## config.mk

```make
export PLATFORM = sky130hd
export DESIGN_NAME = hrs_top
export DESIGN_NICKNAME = d
export VERILOG_FILES = /design/src/rtl/hrs_pkg.sv /design/src/rtl/hrs_nvm_if.sv /design/src/rtl/hrs_nvm.sv /design/src/rtl/hrs_top.sv
export SDC_FILE = /design/constraint.sdc
export NUM_CORES = 1
export LEC_CHECK = 0
export BUFFER_PORTS_ARGS = -buffer_cell sky130_fd_sc_hd__clkbuf_2
export CAP_MARGIN = 20
export CELL_PAD_IN_SITES_DETAIL_PLACEMENT = 1
export CELL_PAD_IN_SITES_GLOBAL_PLACEMENT = 1
export CORE_ASPECT_RATIO = 1.5
export CORE_MARGIN = 5
export CORE_UTILIZATION = 44
export CTS_CLUSTER_DIAMETER = 80
export DETAILED_ROUTE_END_ITERATION = 8
export GPL_TIMING_DRIVEN = 0
export PLACE_DENSITY = 0.84
export SLEW_MARGIN = 20
export SYNTH_ARGS = -nofsm -noshare
export SYNTH_HDL_FRONTEND = slang
export SYNTH_SLANG_ARGS = --single-unit
```

## constraint.sdc

```tcl
create_clock -name sys_clk_i -period 2.56 [get_ports sys_clk_i]
set_input_delay 0.256 -clock sys_clk_i [delete_from_list [all_inputs] [get_ports sys_clk_i]]
set_output_delay 0.256 -clock sys_clk_i [all_outputs]
set_load 0.02 [all_outputs]
```

## src/rtl/hrs_pkg.sv

```systemverilog
// constants and types for the hardware reset sequencer
package hrs_pkg;
    localparam int unsigned CLK_MHZ = 100;
    localparam int unsigned SPIKE_MAX_US = 5;
    localparam int unsigned RESET_MIN_US = 9;
    localparam int unsigned GLITCH_MAX_US = 5;
    localparam int unsigned RELOAD_MAX_MS = 5;
    localparam int unsigned BLANK_MAX_MS = 120;
    localparam int unsigned RESET_CYC = RESET_MIN_US * CLK_MHZ - 1;
    localparam int unsigned GLITCH_CYC = GLITCH_MAX_US * CLK_MHZ;
    localparam int unsigned RELOAD_CYC = RELOAD_MAX_MS * 1000 * CLK_MHZ;
    localparam int unsigned BLANK_CYC = BLANK_MAX_MS * 1000 * CLK_MHZ;
    localparam int unsigned NVM_WORDS = 8;
    localparam int unsigned NVM_AW = 3;
    localparam int unsigned DW = 8;
    localparam int unsigned CW = 24;
    localparam logic [CW-1:0] CNT_ZERO = 24'h00_0000;
    localparam logic [CW-1:0] CNT_ONE = 24'h00_0001;
    localparam logic [NVM_AW-1:0] ADDR_ZERO = 3'h0;
    localparam logic [NVM_AW-1:0] ADDR_LAST = 3'h7;
    localparam logic [DW-1:0] BYTE_ZERO = 8'h00;
    localparam logic [DW-1:0] CVOLT_DEF = 8'h00;
    localparam int unsigned CVOLT_IDX = 3;
    typedef enum logic [3:0] {
        HRS_RUN = 4'b0001,
        HRS_HELD = 4'b0010,
        HRS_BLANK = 4'b0100,
        HRS_LOAD = 4'b1000
    } hrs_state_t;
endpackage

```

## src/rtl/hrs_nvm_if.sv

```systemverilog
// read port between the sequencer and the settings memory
interface hrs_nvm_if;
    logic rd_en;
    logic [hrs_pkg::NVM_AW-1:0] rd_addr;
    logic [hrs_pkg::DW-1:0] rd_data;
    modport master (output rd_en, output rd_addr, input rd_data);
    modport slave (input rd_en, input rd_addr, output rd_data);
endinterface

```

## src/rtl/hrs_nvm.sv

```systemverilog
// non-volatile settings store, registered read data
module hrs_nvm (
    // clock and reset
    input wire logic sys_clk_i,
    input wire logic rstn_i,
    // read port
    hrs_nvm_if.slave nvm,
    // factory write port
    input wire logic wr_en_i,
    input wire logic [hrs_pkg::NVM_AW-1:0] wr_addr_i,
    input wire logic [hrs_pkg::DW-1:0] wr_data_i
);
    import hrs_pkg::*;
    logic [DW-1:0] mem [NVM_WORDS];
    logic [DW-1:0] rd_reg;
    // storage array, no reset so it maps onto memory
    always_ff @(posedge sys_clk_i) begin
        if (wr_en_i) begin
            mem[wr_addr_i] <= wr_data_i;
        end
    end
    // read data always from a register
    always_ff @(posedge sys_clk_i or negedge rstn_i) begin
        if (!rstn_i) begin
            rd_reg <= BYTE_ZERO;
        end else if (nvm.rd_en) begin
            rd_reg <= mem[nvm.rd_addr];
        end
    end
    assign nvm.rd_data = rd_reg;
endmodule

```

## src/rtl/hrs_top.sv

```systemverilog
// hardware reset sequencer: filters the reset pin, blanks, reloads settings
module hrs_top (
    // clock and reset
    input wire logic sys_clk_i,
    input wire logic rstn_i,
    // reset pin from the host, active low
    input wire logic hw_reset_n_i,
    // device sleep state from the command core
    input wire logic sleep_in_i,
    // factory programming of the settings store
    input wire logic nvm_wr_en_i,
    input wire logic [hrs_pkg::NVM_AW-1:0] nvm_wr_addr_i,
    input wire logic [hrs_pkg::DW-1:0] nvm_wr_data_i,
    // status to the rest of the controller
    output logic core_rst_n_o,
    output logic blank_o,
    output logic ready_o,
    output logic [hrs_pkg::DW-1:0] common_voltage_setting_o,
    output logic [hrs_pkg::DW*hrs_pkg::NVM_WORDS-1:0] settings_o
);
    import hrs_pkg::*;

    function automatic logic [CW-1:0] cnt_inc(input logic [CW-1:0] c);
        cnt_inc = c + CNT_ONE;
    endfunction

    hrs_nvm_if nvm ();
    hrs_nvm u_nvm (
        .sys_clk_i (sys_clk_i),
        .rstn_i (rstn_i),
        .nvm (nvm),
        .wr_en_i (nvm_wr_en_i),
        .wr_addr_i (nvm_wr_addr_i),
        .wr_data_i (nvm_wr_data_i)
    );

    // pin synchroniser, first stage read only by the second
    logic pin_s1_reg, pin_s2_reg;
    always_ff @(posedge sys_clk_i or negedge rstn_i) begin
        if (!rstn_i) begin
            pin_s1_reg <= 1'b1;
            pin_s2_reg <= 1'b1;
        end else begin
            pin_s1_reg <= hw_reset_n_i;
            pin_s2_reg <= pin_s1_reg;
        end
    end

    hrs_state_t state_reg;
    logic [CW-1:0] low_cnt_reg, high_cnt_reg, seq_cnt_reg;
    logic slept_reg;
    logic [NVM_AW-1:0] ld_addr_reg;
    logic ld_pend_reg, ld_done_reg;
    logic [NVM_AW-1:0] ld_wr_addr_reg;

    // low-time counter; a confirmed low is held so short highs do not clear it
    always_ff @(posedge sys_clk_i or negedge rstn_i) begin
        if (!rstn_i) begin
            low_cnt_reg <= CNT_ZERO;
        end else if (!pin_s2_reg) begin
            if (low_cnt_reg != CW'(RESET_CYC)) begin
                low_cnt_reg <= cnt_inc(low_cnt_reg);
            end
        end else if (state_reg != HRS_HELD) begin
            low_cnt_reg <= CNT_ZERO; // short spikes leave no trace
        end
    end

    // high-time counter measures glitches inside a held reset
    always_ff @(posedge sys_clk_i or negedge rstn_i) begin
        if (!rstn_i) begin
            high_cnt_reg <= CNT_ZERO;
        end else if (pin_s2_reg && state_reg == HRS_HELD) begin
            high_cnt_reg <= cnt_inc(high_cnt_reg);
        end else begin
            high_cnt_reg <= CNT_ZERO;
        end
    end

    // main sequence; a fresh valid low restarts it from any state
    always_ff @(posedge sys_clk_i or negedge rstn_i) begin
        if (!rstn_i) begin
            state_reg <= HRS_LOAD;
            slept_reg <= 1'b1;
            seq_cnt_reg <= CNT_ZERO;
        end else begin
            case (state_reg)
                HRS_RUN, HRS_BLANK, HRS_LOAD: begin
                    // 5..9 us pulses fall short of the threshold: no reset
                    if (!pin_s2_reg && low_cnt_reg == CW'(RESET_CYC)) begin
                        state_reg <= HRS_HELD;
                        // sleep state is sampled only when a running device is reset
                        slept_reg <= (state_reg == HRS_RUN) ? sleep_in_i : slept_reg;
                        seq_cnt_reg <= CNT_ZERO;
                    end else if (state_reg == HRS_LOAD) begin
                        // reload comes first on every release so it ends inside 5 ms
                        if (ld_done_reg) begin
                            state_reg <= slept_reg ? HRS_RUN : HRS_BLANK;
                            seq_cnt_reg <= CNT_ZERO;
                        end
                    end else if (state_reg == HRS_BLANK) begin
                        seq_cnt_reg <= cnt_inc(seq_cnt_reg);
                        // blanking tail keeps the whole release inside 120 ms
                        if (seq_cnt_reg == CW'(BLANK_CYC - RELOAD_CYC - 1)) begin
                            state_reg <= HRS_RUN;
                        end
                    end
                end
                HRS_HELD: begin
                    // release only after a high longer than the glitch limit
                    if (pin_s2_reg && high_cnt_reg == CW'(GLITCH_CYC)) begin
                        state_reg <= HRS_LOAD;
                        seq_cnt_reg <= CNT_ZERO;
                    end
                end
                default: state_reg <= HRS_LOAD;
            endcase
        end
    end

    // reload walk: clear settings, then copy every word from the store
    logic [DW*NVM_WORDS-1:0] set_reg;
    assign nvm.rd_en = (state_reg == HRS_LOAD) && !ld_done_reg;
    assign nvm.rd_addr = ld_addr_reg;
    always_ff @(posedge sys_clk_i or negedge rstn_i) begin
        if (!rstn_i) begin
            ld_addr_reg <= ADDR_ZERO;
            ld_pend_reg <= 1'b0;
            ld_done_reg <= 1'b0;
            ld_wr_addr_reg <= ADDR_ZERO;
            set_reg <= '0;
        end else if (state_reg != HRS_LOAD) begin
            ld_addr_reg <= ADDR_ZERO;
            ld_pend_reg <= 1'b0;
            ld_done_reg <= 1'b0;
            if (state_reg == HRS_HELD) begin
                set_reg <= '0;
            end
        end else if (!ld_done_reg) begin
            ld_pend_reg <= 1'b1;
            ld_wr_addr_reg <= ld_addr_reg;
            if (ld_pend_reg) begin
                set_reg[ld_wr_addr_reg*DW +: DW] <= nvm.rd_data;
                if (ld_wr_addr_reg == ADDR_LAST) begin
                    ld_done_reg <= 1'b1;
                end
            end
            if (ld_addr_reg != ADDR_LAST) begin
                ld_addr_reg <= ld_addr_reg + 3'h1;
            end
        end
    end

    // outputs straight from flip-flops
    always_ff @(posedge sys_clk_i or negedge rstn_i) begin
        if (!rstn_i) begin
            core_rst_n_o <= 1'b0;
            blank_o <= 1'b1;
            ready_o <= 1'b0;
            common_voltage_setting_o <= CVOLT_DEF;
            settings_o <= '0;
        end else begin
            core_rst_n_o <= (state_reg == HRS_RUN);
            blank_o <= (state_reg != HRS_RUN);
            ready_o <= (state_reg == HRS_RUN);
            common_voltage_setting_o <= set_reg[CVOLT_IDX*DW +: DW];
            settings_o <= set_reg;
        end
    end

    // checks
    // release timer: from the synced rising pin through the reload, cleared by a new low
    logic [CW-1:0] rel_cnt_reg;
    always_ff @(posedge sys_clk_i or negedge rstn_i) begin
        if (!rstn_i) begin
            rel_cnt_reg <= CNT_ZERO;
        end else if (state_reg == HRS_LOAD || (state_reg == HRS_HELD && pin_s2_reg)) begin
            if (rel_cnt_reg != {CW{1'b1}}) begin
                rel_cnt_reg <= cnt_inc(rel_cnt_reg); // saturates so it never wraps back
            end
        end else begin
            rel_cnt_reg <= CNT_ZERO;
        end
    end
endmodule

```

==> results.py <==
metrics = {
    "yosys": {
        "syn_avg_cell_area_sq_um": 12.7,
        "synth-simple-area-share_pct": 14.9,
        "synth-async-reset-ratio_pct": 77.9,
        "synth-seq-cells": 289,
        "synth_edf_count": 64,
        "synth_compound_area_share_pct": 10.4,
        "syn_inst": 939,
        "synth_top_family_by_area": "simple AND/OR/NAND/NOR gates",
        "synthMuxAreaShare_pct": 4.61,
        "seq_area_frac_synth_pct": 63.2,
        "synth_xor_area_share_pct": 2.78,
        "syn_nets": 967,
        "syn_area_sq_um": 12000,
        "synth_ff_type": "dfrtp_1",
        "synthAdderAreaFrac_pct": 1.26,
        "ys_warn_count": 0,
        "ys_types": 66,
    },
    "routing": {
        "wl_per_cell_microns": 23.3,
        "wirelength_mm": 33.5,
        "dr_total_vias": 8446,
        "drc": 0,
        "via_per_inst": 5.89,
        "drtPass1Iterations": 4,
        "drt_iter0_drc": 499,
        "ant_nets": 0,
    },
    "run_status": {
        "violations": "negative setup slack",
        "status": "complete, but fails checks",
    },
    "sta": {
        "slew_violations": 0,
        "hold_viol": 0,
        "slew_headroom_pct": 34.2,
        "max_freq_ghz": 0.383,
        "tightest_slew_ns": 0.983,
        "setup_tns_ns": -0.232,
        "min_period_over_period_pct": 102,
        "rsz0062_at_grt": "true",
        "skew_ns": 0.0172,
        "fin_crit_ns": 2.61,
        "worst_slack_ns": -0.0530,
        "setup_viol": 12,
    },
    "worst_setup_path": {
        "critPathSlowestCell": "dfstp_2",
        "worstSetupPathType": "reg2reg",
        "endpoint_kind": "flop",
        "crit_fanout": 10,
        "worstPathArrival_ns": 3.10,
        "required_ns": 3.04,
        "crit_chain": "buf_2, nor4bb_1, o21a_1, buf_2, nand3_1, nor2_4, a22o_1",
        "critPathLaunchType": "flop",
        "crit_buf_inv": 2,
        "critical-path-top-delay-family": "simple AND/OR/NAND/NOR gates",
        "slowest_delay_ns": 0.53,
        "path_common_cell": "buf_2",
    },
    "floorplanning": {
        "core_area_sq_um": 27000,
        "row_count": 74,
        "start_util_pct": 44.2,
        "io_pins": 91,
        "dieArea_sq_um": 30600,
        "dieHeight_microns": 212,
        "fp.dieW_microns": 145,
    },
    "cells_and_area": {
        "areaGrowthSynthToFinish_pct": 18.8,
        "nets": 1100,
        "layout.cells.non_filler": 1434,
        "n_antenna_cell": 0,
        "final_util_pct": 52.6,
        "fin_area_sq_um": 14200,
        "layout-drive-gt1-share_pct": 22.0,
    },
    "grt": {
        "grt_max_degree": 101,
        "grt_overflow": 0,
        "grt_usage_pct": 21.2,
        "grt_pass1_vias": 9139,
        "grt_pass1_wl_mm": 51.2,
        "antenna_found_initial": 0,
    },
    "cts": {
        "clock_latency_ns": 0.56,
        "clock-sinks": 289,
        "tritoncts": "done",
        "clock_path_buffers": 3,
        "ctsHtreeMaxLevel": 1,
        "clk_pin_slew_worst_paths_ns": 0.07,
        "cts_root_buf": "clkbuf_16",
        "cts-buffers-inserted": 26,
    },
    "placed_design": {
        "port_buffers": 90,
        "place.gp.congestion": 0.841,
        "hpwl_mm": 21.2,
        "placed_area_sq_um": 12900,
        "placedCellCount": 1373,
    },
    "pwr": {
        "ir_worst_vdd_uv": 789,
        "power.total_w": 0.0148,
        "p_leak_nw": 6.00,
        "power-per-cell-area_nw_per_um2": 1040,
    },
    "job": {
        "drv_cap": 0,
    },
    "min_path": {
        "hold_class": "in2reg",
    },
}
==> logic make-up after synthesis <==
| logic type | count (synthesis) |
|---|---|
| adder cells (fa/ha/maj) | 12 |
| multiplexers | 35 |
| AO/OA/AOI/OAI | 170 |
| flip-flops | 289 |
| XOR/XNOR | 38 |
| AND/OR/NAND/NOR | 322 |
| buffers and inverters | 73 |
==> final timing paths <==
path / start / endpoint / slack [ns] / depth (start not counted)
worst min register to register: pin_s1_reg / pin_s2_reg / 0.36 / 0
worst min-delay path: sleep_in_i / slept_reg / 0.03 / 2
max in group asynchronous: rstn_i / set_reg[41] / 1.41 / 3
worst max-delay path: state_reg[3] / set_reg[54] / -0.05 / 7
worst max register to register: state_reg[3] / set_reg[54] / -0.05 / 7
min in group asynchronous: rstn_i / low_cnt_reg[17] / 0.23 / 2
==> what timing repair did <==
action | CTS | global route
gates resized for setup | 20 | 28
hold buffers | 9 | 0
endpoints found under the hold margin | 100 | 0
setup buffers | 4 | 2
endpoints found under the setup margin | 88 | 74
pin swaps | 2 | 3
==> placed cells by master (no fill, tap or decap), types with 9 or more instances in the layout <==
cell type / instances
nand4_1: 24
mux4_2: 16
a21oi_1: 28
buf_2: 12
edfxtp_1: 64
buf_4: 17
dlygate4sd3_1: 9
nor2_1: 74
nand3_1: 41
dfrtp_1: 220
and2_1: 10
inv_1: 19
o21ai_0: 29
xnor2_1: 19
a211oi_1: 9
clkbuf_2: 90
and3_1: 20
mux2i_1: 18
nand2_1: 44
a22o_1: 61
xor2_1: 19
and4_1: 10
clkbuf_16: 28
nor3_1: 17
ha_1: 10
clkbuf_1: 25
==> synth_stat cells (6+ instances only) <==
master,number,share of area [%]
a211oi_1,9,0.56
a21oi_1,28,1.2
a221o_1,8,0.67
a22o_1,61,4.5
and2_1,10,0.52
and3_1,20,1.0
and4_1,10,0.73
buf_2,10,0.42
buf_4,11,0.69
clkbuf_1,28,0.88
dfrtp_1,220,46
edfxtp_1,64,16
ha_1,12,1.3
inv_1,20,0.63
mux2i_1,18,1.5
mux4_2,16,3.0
nand2_1,45,1.4
nand2b_1,8,0.42
nand3_1,41,1.7
nand4_1,24,1.3
nor2_1,79,2.5
nor3_1,23,0.96
nor4_1,13,0.68
o21ai_0,30,1.3
o21ai_1,7,0.29
or3_1,8,0.42
or4_1,6,0.38
xnor2_1,19,1.4
xor2_1,19,1.4
==> layer usage <==
| layer | track usage [%] | up-vias | part of all wire [%] |
|---|---|---|---|
| li1 | - | 3747 | - |
| met1 | 24.2 | 4420 | 37 |
| met2 | 40.8 | 210 | 56 |
| met3 | 2.06 | 69 | 3.5 |
| met4 | 6.63 | 0 | 3.2 |
| met5 | 0 | - | 0 |
==> layout make-up <==
class | count | area, sq um
plain buffers | 51 | 260
clock inverters | 16 | 245
clock buffers | 32 | 736
multi-input cells | 577 | 4250
well taps | 342 | 428
fillers | 2783 | 12800
inverters | 20 | 75.1
repair buffers | 107 | 653
flip-flops and latches | 289 | 7560
==> worst register-to-register path, cell delays in order (launching register included) <==
cell and delay, ns:
dfstp_2 0.53, buf_2 0.22, nor4bb_1 0.44, o21a_1 0.23
buf_2 0.34, nand3_1 0.27, nor2_4 0.30, a22o_1 0.22
==> power breakdown <==
group          switching (W)  total, W  internal (W)
logic                0.00279   0.00421       0.00142
clock network        0.00185   0.00451       0.00266
registers           0.000570   0.00608       0.00551
total                0.00521    0.0148       0.00959
==> through the flow <==
step / setup WS, ns / hold WS (ns)
after floorplan: 0.0618 / -0.0396
after global placement: -3.09 / 0.347
after detailed placement: -0.543 / 0.273
after CTS: 0.00479 / 0.0176
after global routing: -0.113 / 0.0265
final: -0.0530 / 0.0327
Note: power is estimated with default switching activity, not from simulation.
